`src/rtl/acs_pkg.sv`:
```
// acs_pkg: constants and types shared by the conversion sequencer and its timing unit
// assumes a single 40 MHz ref_clk domain with synchronous active-high reset
package acs_pkg;
	localparam int unsigned CLK_HZ = 40000000;
	localparam int unsigned NUM_CH = 8;
	localparam int unsigned CH_W = 3;
	localparam int unsigned RES_W = 10;
	// per-channel conversion lengths in converter clock cycles
	localparam logic [5:0] CYC_8B_PLAIN = 6'd49;
	localparam logic [5:0] CYC_10B_PLAIN = 6'd59;
	localparam logic [5:0] CYC_8B_SH = 6'd28;
	localparam logic [5:0] CYC_10B_SH = 6'd33;
	// converter clock divider select codes
	localparam logic [1:0] DIV_1 = 2'h0;
	localparam logic [1:0] DIV_2 = 2'h1;
	localparam logic [1:0] DIV_4 = 2'h2;
	// operating mode codes
	localparam logic [2:0] MODE_ONE_SHOT = 3'h0;
	localparam logic [2:0] MODE_REPEAT = 3'h1;
	localparam logic [2:0] MODE_SINGLE_SWEEP = 3'h2;
	localparam logic [2:0] MODE_REP_SWEEP0 = 3'h3;
	localparam logic [2:0] MODE_REP_SWEEP1 = 3'h4;
	// sample-and-hold enable sits in bit 0 of the second control byte
	localparam int unsigned SH_BIT = 0;
	// reference ladder connect bit position in its control byte
	localparam int unsigned LADDER_BIT = 5;
	typedef enum logic [1:0] {ACS_IDLE, ACS_CONV, ACS_DONE} acs_state_e;
endpackage : acs_pkg

```
`src/rtl/acs_tick_if.sv`:
```
// acs_tick_if: converter clock tick, divider select and run enable between sequencer and timer
// assumes both ends sit on ref_clk
`timescale 1ns/100ps
interface acs_tick_if;
	logic [1:0] div_sel;
	logic run;
	logic tick;
	modport timer
	(
		input div_sel,
		input run,
		output tick
	);
	modport seq
	(
		output div_sel,
		output run,
		input tick
	);
endinterface : acs_tick_if

```
`src/rtl/acs_tick_gen.sv`:
```
// acs_tick_gen: divides ref_clk into converter clock ticks (base, /2, /4)
// assumes div_sel is only changed while run is low
`timescale 1ns/100ps
module acs_tick_gen
(
	input wire logic ref_clk,
	input wire logic rst,
	acs_tick_if.timer tk
);
	typedef struct packed
	{
		logic [1:0] cnt;
		logic tick;
	} acs_tg_s;
	acs_tg_s st_r;
	acs_tg_s st_nxt;
	logic [1:0] last;

	always_comb
	begin
		case (tk.div_sel)
			acs_pkg::DIV_2: last = 2'h1;
			acs_pkg::DIV_4: last = 2'h3;
			default: last = 2'h0;
		endcase
		st_nxt = st_r;
		st_nxt.tick = 1'b0;
		if (!tk.run)
		begin
			st_nxt.cnt = 2'h0;
		end
		else if (st_r.cnt >= last)
		begin
			st_nxt.cnt = 2'h0;
			st_nxt.tick = 1'b1;
		end
		else
		begin
			st_nxt.cnt = st_r.cnt + 2'h1;
		end
	end

	always_ff @(posedge ref_clk)
	begin
		if (rst)
		begin
			st_r <= '0;
		end
		else
		begin
			st_r <= st_nxt;
		end
	end

	assign tk.tick = st_r.tick;
endmodule : acs_tick_gen

```
`src/rtl/acs_seq.sv`:
```
// acs_seq: conversion sequencer for an 8-input successive approximation converter
// assumes the comparator core returns a settled result while conv_active ends, held on sar_result
// Notes on behaviour
// - resolution is 8 or 10 bits, chosen before conversion starts
// - each finished conversion is written to the converted channel's result
// - 10-bit: low eight bits to even byte, top two bits to odd byte
// - 8-bit: the whole eight-bit result goes to the even byte
// - five modes exist; only one-shot and repeat are sequenced here
// - software-only trigger: start flag rising from zero to one begins conversion
// - without sample-and-hold: 49 cycles at 8 bits, 59 at 10 bits
// - with sample-and-hold: 28 cycles at 8 bits, 33 at 10 bits
// - converter clock is base, base/2 or base/4
// - one-shot converts the selected channel exactly once per start
// - one-shot clears start flag at finish; writing zero also stops
// - one-shot raises interrupt request at finish
// - repeat converts selected channel until start cleared, no interrupt
// - channel is exactly one of eight inputs via channel select
// - ladder connect bit isolates the reference when clear; set before start
// - sample-and-hold enable bit chosen before starting any mode
`timescale 1ns/100ps
module acs_seq
#(
	parameter int unsigned NUM_CH = acs_pkg::NUM_CH
)
(
	input wire logic ref_clk,
	input wire logic rst,
	input wire logic start_wr,
	input wire logic start_wdata,
	input wire logic [2:0] mode,
	input wire logic [2:0] ch_sel,
	input wire logic res_10b,
	input wire logic sh_en,
	input wire logic [1:0] div_sel,
	input wire logic ladder_connect,
	input wire logic [9:0] sar_result,
	output logic start_flag,
	output logic conv_active,
	output logic [2:0] conv_ch,
	output logic ladder_on,
	output logic irq,
	output logic [8*NUM_CH-1:0] res_lo,
	output logic [8*NUM_CH-1:0] res_hi
);
	typedef struct packed
	{
		acs_pkg::acs_state_e state;
		logic start;
		logic active;
		logic [2:0] ch;
		logic res10;
		logic sh;
		logic [1:0] div;
		logic [5:0] left;
		logic ladder;
		logic irq;
		logic [8*NUM_CH-1:0] lo;
		logic [8*NUM_CH-1:0] hi;
	} acs_seq_s;

	acs_seq_s st_r;
	acs_seq_s st_nxt;
	acs_tick_if tk ();

	// conversion length table, read at start and in the checks
	function automatic logic [5:0] conv_len(input logic r10, input logic sh);
		if (sh)
		begin
			conv_len = r10 ? acs_pkg::CYC_10B_SH : acs_pkg::CYC_8B_SH;
		end
		else
		begin
			conv_len = r10 ? acs_pkg::CYC_10B_PLAIN : acs_pkg::CYC_8B_PLAIN;
		end
	endfunction : conv_len

	function automatic logic runnable(input logic [2:0] m);
		runnable = (m == acs_pkg::MODE_ONE_SHOT) || (m == acs_pkg::MODE_REPEAT);
	endfunction : runnable

	acs_tick_gen u_tick
	(
		.ref_clk(ref_clk),
		.rst(rst),
		.tk(tk)
	);

	assign tk.div_sel = st_r.div;
	assign tk.run = st_r.active;

	always_comb
	begin
		st_nxt = st_r;
		st_nxt.irq = 1'b0;
		st_nxt.ladder = ladder_connect;
		if (start_wr)
		begin
			st_nxt.start = start_wdata;
		end
		case (st_r.state)
			acs_pkg::ACS_IDLE:
			begin
				// only a 0->1 write with the ladder connected and a sequenced mode starts work
				if (start_wr && start_wdata && !st_r.start && ladder_connect && runnable(mode))
				begin
					st_nxt.state = acs_pkg::ACS_CONV;
					st_nxt.active = 1'b1;
					st_nxt.ch = ch_sel;
					st_nxt.res10 = res_10b;
					st_nxt.sh = sh_en;
					st_nxt.div = div_sel;
					st_nxt.left = conv_len(res_10b, sh_en);
				end
			end
			acs_pkg::ACS_CONV:
			begin
				if (start_wr && !start_wdata)
				begin
					// abandoned: results untouched
					st_nxt.state = acs_pkg::ACS_IDLE;
					st_nxt.active = 1'b0;
				end
				else if (tk.tick)
				begin
					if (st_r.left == 6'd1)
					begin
						st_nxt.state = acs_pkg::ACS_DONE;
						st_nxt.active = 1'b0;
					end
					st_nxt.left = st_r.left - 6'd1;
				end
			end
			acs_pkg::ACS_DONE:
			begin
				st_nxt.lo[8*st_r.ch +: 8] = st_r.res10 ? sar_result[7:0] : sar_result[9:2];
				st_nxt.hi[8*st_r.ch +: 8] = st_r.res10 ? {6'h00, sar_result[9:8]} : 8'h00;
				if (mode == acs_pkg::MODE_REPEAT && !(start_wr && !start_wdata) && st_r.start)
				begin
					// repeat keeps settings, takes the channel from ch_sel again, relaunches at once
					st_nxt.state = acs_pkg::ACS_CONV;
					st_nxt.active = 1'b1;
					st_nxt.ch = ch_sel;
					st_nxt.left = conv_len(st_r.res10, st_r.sh);
				end
				else
				begin
					st_nxt.state = acs_pkg::ACS_IDLE;
					st_nxt.start = 1'b0;
					st_nxt.irq = (mode != acs_pkg::MODE_REPEAT);
				end
			end
			default:
			begin
				st_nxt.state = acs_pkg::ACS_IDLE;
				st_nxt.active = 1'b0;
			end
		endcase
	end

	always_ff @(posedge ref_clk)
	begin
		if (rst)
		begin
			st_r <= '0;
		end
		else
		begin
			st_r <= st_nxt;
		end
	end

	assign start_flag = st_r.start;
	assign conv_active = st_r.active;
	assign conv_ch = st_r.ch;
	assign ladder_on = st_r.ladder;
	assign irq = st_r.irq;
	assign res_lo = st_r.lo;
	assign res_hi = st_r.hi;

	// tick counter used by the length checks
	logic [7:0] tick_cnt_r;
	always_ff @(posedge ref_clk)
	begin
		if (rst || !st_r.active)
		begin
			tick_cnt_r <= 8'h00;
		end
		else if (tk.tick)
		begin
			tick_cnt_r <= tick_cnt_r + 8'h01;
		end
	end
endmodule : acs_seq

```
`config.mk`:
```
export PLATFORM = sky130hd
export DESIGN_NAME = acs_seq
export DESIGN_NICKNAME = d
export VERILOG_FILES = /design/src/rtl/acs_pkg.sv /design/src/rtl/acs_tick_if.sv /design/src/rtl/acs_tick_gen.sv /design/src/rtl/acs_seq.sv
export SDC_FILE = /design/constraint.sdc
export NUM_CORES = 1
export LEC_CHECK = 0
export BUFFER_PORTS_ARGS = -buffer_cell sky130_fd_sc_hd__clkbuf_2
export CAP_MARGIN = 0
export CORE_UTILIZATION = 48
export CTS_CLUSTER_DIAMETER = 100
export DETAILED_ROUTE_END_ITERATION = 8
export GPL_TIMING_DRIVEN = 0
export PLACE_DENSITY = 0.75
export SLEW_MARGIN = 10
export SYNTH_ARGS = -nofsm -noshare
export SYNTH_HDL_FRONTEND = slang
export SYNTH_SLANG_ARGS = --single-unit
export TNS_END_PERCENT = 5
```
`constraint.sdc`:
```
create_clock -name ref_clk -period 2.6 [get_ports ref_clk]
set_input_delay 0.39 -clock ref_clk [delete_from_list [all_inputs] [get_ports ref_clk]]
set_output_delay 0.39 -clock ref_clk [all_outputs]
set_load 0.005 [all_outputs]
```
==> results by group <==
Outcome
  • Status: completed

Synthesis
  • Post-synthesis area per instance: 8.75 µm²
  • Largest cells by area after synthesis: dfxtp_1 37%, buf_4 18%, mux2i_1 14%
  • Count leader, synth: buf_4
  • Yosys top cell area share: 36.5%
  • Post-synth EDFFs: 0
  • Post-synth top area cell: dfxtp_1
  • YS warnings: 0
  • Seq/Total Area, Yosys: 36.5%
  • Post-Synthesis Cell Area: 5590 µm²
  • Synth cell count leaders: 131 x buf_4, 109 x nor2_1, 102 x dfxtp_1, 79 x mux2i_1, 30 x nand2_1
  • Synthesized flop and latch total: 102
  • Most used DFF post-synth: dfxtp_1
  • Mapped Cells: 639
  • Post-synth ARST share: 0%
  • Cell variety after synth: 49

Worst hold path
  • Hold Crit Start: ladder_connect
  • Hold Path Class: primary input to flop

Power and ir drop
  • Peak VDD IR: 308 µV
  • Power Total: 3.46 mW
  • PwrDens: 508 nW/µm²
  • P_leak: 3.43 nW

Worst setup path
  • CP Capture Type: flop
  • Setup crit start: st_r[139]
  • CP Class: flop to flop
  • CP startpoint kind: flop
  • Req. time, crit path: 2830 ps
  • CP max FO: 10
  • Worst R2R Start: st_r[139]
  • Worst EP arrival: 2710 ps

Global route
  • First-pass GRT wire length: 19,800 µm
  • Met1 usage: 27.5%
  • Gr busiest metal: met2
  • Number of global-route vias before repair: 4,039
  • Grt met3 use: 3.97%
  • Pin count of the biggest net entering global routing: 21
  • All-Layer GR Usage: 21.6%
  • Met2 usage: 36.3%
  • Initial antenna violation count: 0
  • Aggregate global routing overflow: 0

Finish
  • Final core occ: 59.9%
  • Final Cell Area: 6810 µm²
  • Ant diodes: 0
  • Share of layout cells above drive strength 1: 33.8%
  • Layout area overhead: 21.8%
  • NumNets Final: 854

Detailed routing
  • Routed vias/inst: 4.71
  • Via count: 4,496
  • Final ANT Viol Nets: 0
  • Detailed Route Iter0 Violations: 180
  • Wirelength per Cell: 13.6 µm
  • DRC: 0
  • Drt total wl: 12,900 µm
  • DR pass1 iterations: 4

Timing
  • Final setup vio count: 0
  • Fmax: 404 MHz
  • RSZ-0062 raised after global routing: yes
  • Setup ws final: 125 ps
  • Headroom to the max-slew limit: 46.2%
  • Period utilisation layout: 95.2%
  • Clock skew: 10.4 ps
  • Worst-margin pin slew: 785 ps
  • Final Hold Viols: 0
  • Final min period: 2470 ps
  • Final Max Slew Viols: 0

Floorplan
  • I/O pin count: 160
  • Std-Cell Rows: 39
  • Core Region: 11,400 µm²
  • Die area: 12,100 µm²
  • DIE WIDTH: 110 µm
  • Initial core utilization: 49.2%
  • Chip Height: 110 µm

Place
  • Placed Area: 6500 µm²
  • I/O Buffers: 111
  • Final GP Congestion: 0.885
  • Post-DP HPWL: 9900 µm
  • Setup slack at placement: -187 ps

Clock network
  • CTS buffer count: 9
  • Clock root buffer: clkbuf_16
  • Hold Buf Count CTS: 0
  • Setup Fix Bufs, Post-CTS: 0
  • CTS Buffer Depth: 2
  • CTS tree: yes
  • Skew-Pair Late Insertion Delay: 350 ps
  • Clock transition at path regs: 80 ps
  • CTS H-tree lvls: 3
  • CTS Sinks: 102

Flow run
  • Max cap viols: 0
[state kept, by name, indices dropped and copies added, names as in the netlist, 2 cells and up]
| signal | cells |
|---|---|
| tk.div_sel | 2 |
| u_tick.st_r | 2 |
| st_r | 10 |
| conv_ch | 3 |
| res_hi | 16 |
| res_lo | 64 |
[final timing paths]
path / endpoint / slack [ps] / depth (start not counted)
worst max-delay path: res_lo[44] / 130 / 6
worst min-delay path: ladder_on / 280 / 2
worst max register to register: res_lo[44] / 130 / 6
worst min register to register: res_lo[39] / 460 / 2
[cell usage in the layout (no fill, tap or decap), types with 3 or more instances in the layout]
cell type	count
a211oi_1	9
a21oi_1	17
and3b_1	3
buf_2	3
buf_4	131
clkbuf_1	19
clkbuf_16	9
clkbuf_2	115
conb_1	48
dfxtp_1	102
ha_1	23
inv_1	22
inv_6	3
mux2i_1	79
nand2_1	28
nand2b_1	4
nand3_1	8
nor2_1	109
nor3_1	6
nor3b_1	4
nor4_1	3
o21ai_0	7
or3_1	14
[worst max-delay path, cell delays in order (launching register included)]
cell and delay [ps]:
dfxtp_1 360, clkbuf_1 320, clkbuf_1 480, mux2i_1 740, nor2_1 170, mux2i_1 210, nor2_1 60
[metrics by stage]
stage                     hold WS, ps  cells  setup TNS, ps
after floorplan                   425    686              0
final                             280    954              0
after global routing              287    954          -15.5
after global placement            439    940           -890
after detailed placement          447    940          -1680
after CTS                         267    955              0
[report_power, final]
part | internal, mW | total, mW | switching, mW
clock network | 0.683 | 1.35 | 0.665
logic | 0.211 | 0.470 | 0.259
registers | 1.60 | 1.64 | 0.0416
[cells by family (layout without fill, tap and decap cells)]
kind of cell | after synthesis | in the layout | share of synthesized area, %
other | 1 | 48 | 0.0671
flip-flops | 102 | 102 | 36.5
AND/OR/NAND/NOR | 194 | 194 | 15.8
XOR/XNOR | 2 | 2 | 0.313
AO/OA/AOI/OAI | 55 | 55 | 6.85
multiplexers | 79 | 79 | 14.1
buffers and inverters | 183 | 308 | 21.2
adder cells (fa/ha/maj) | 23 | 23 | 5.15
[metal layers]
layer,wire length (µm),part of all wire (%)
met1,5680,44
met2,6260,48
met3,790,6.1
met4,204,1.6
met5,0,0
[repair_timing]
action	in CTS	in global routing
pin swaps	0	0
endpoints found under the setup margin	13	80
hold endpoints to repair	0	0
gates resized for setup	2	6
[cell type report]
| cell class | count | area (µm²) |
|---|---|---|
| repair buffers | 111 | 556 |
| multi-input cells | 401 | 2550 |
| clock inverters | 7 | 77.6 |
| fillers | 1029 | 4560 |
| flip-flops and latches | 102 | 2040 |
| plain buffers | 159 | 1100 |
| clock buffers | 9 | 225 |
| well taps | 143 | 179 |
| inverters | 22 | 82.6 |
(Power assumes the default switching activity.)
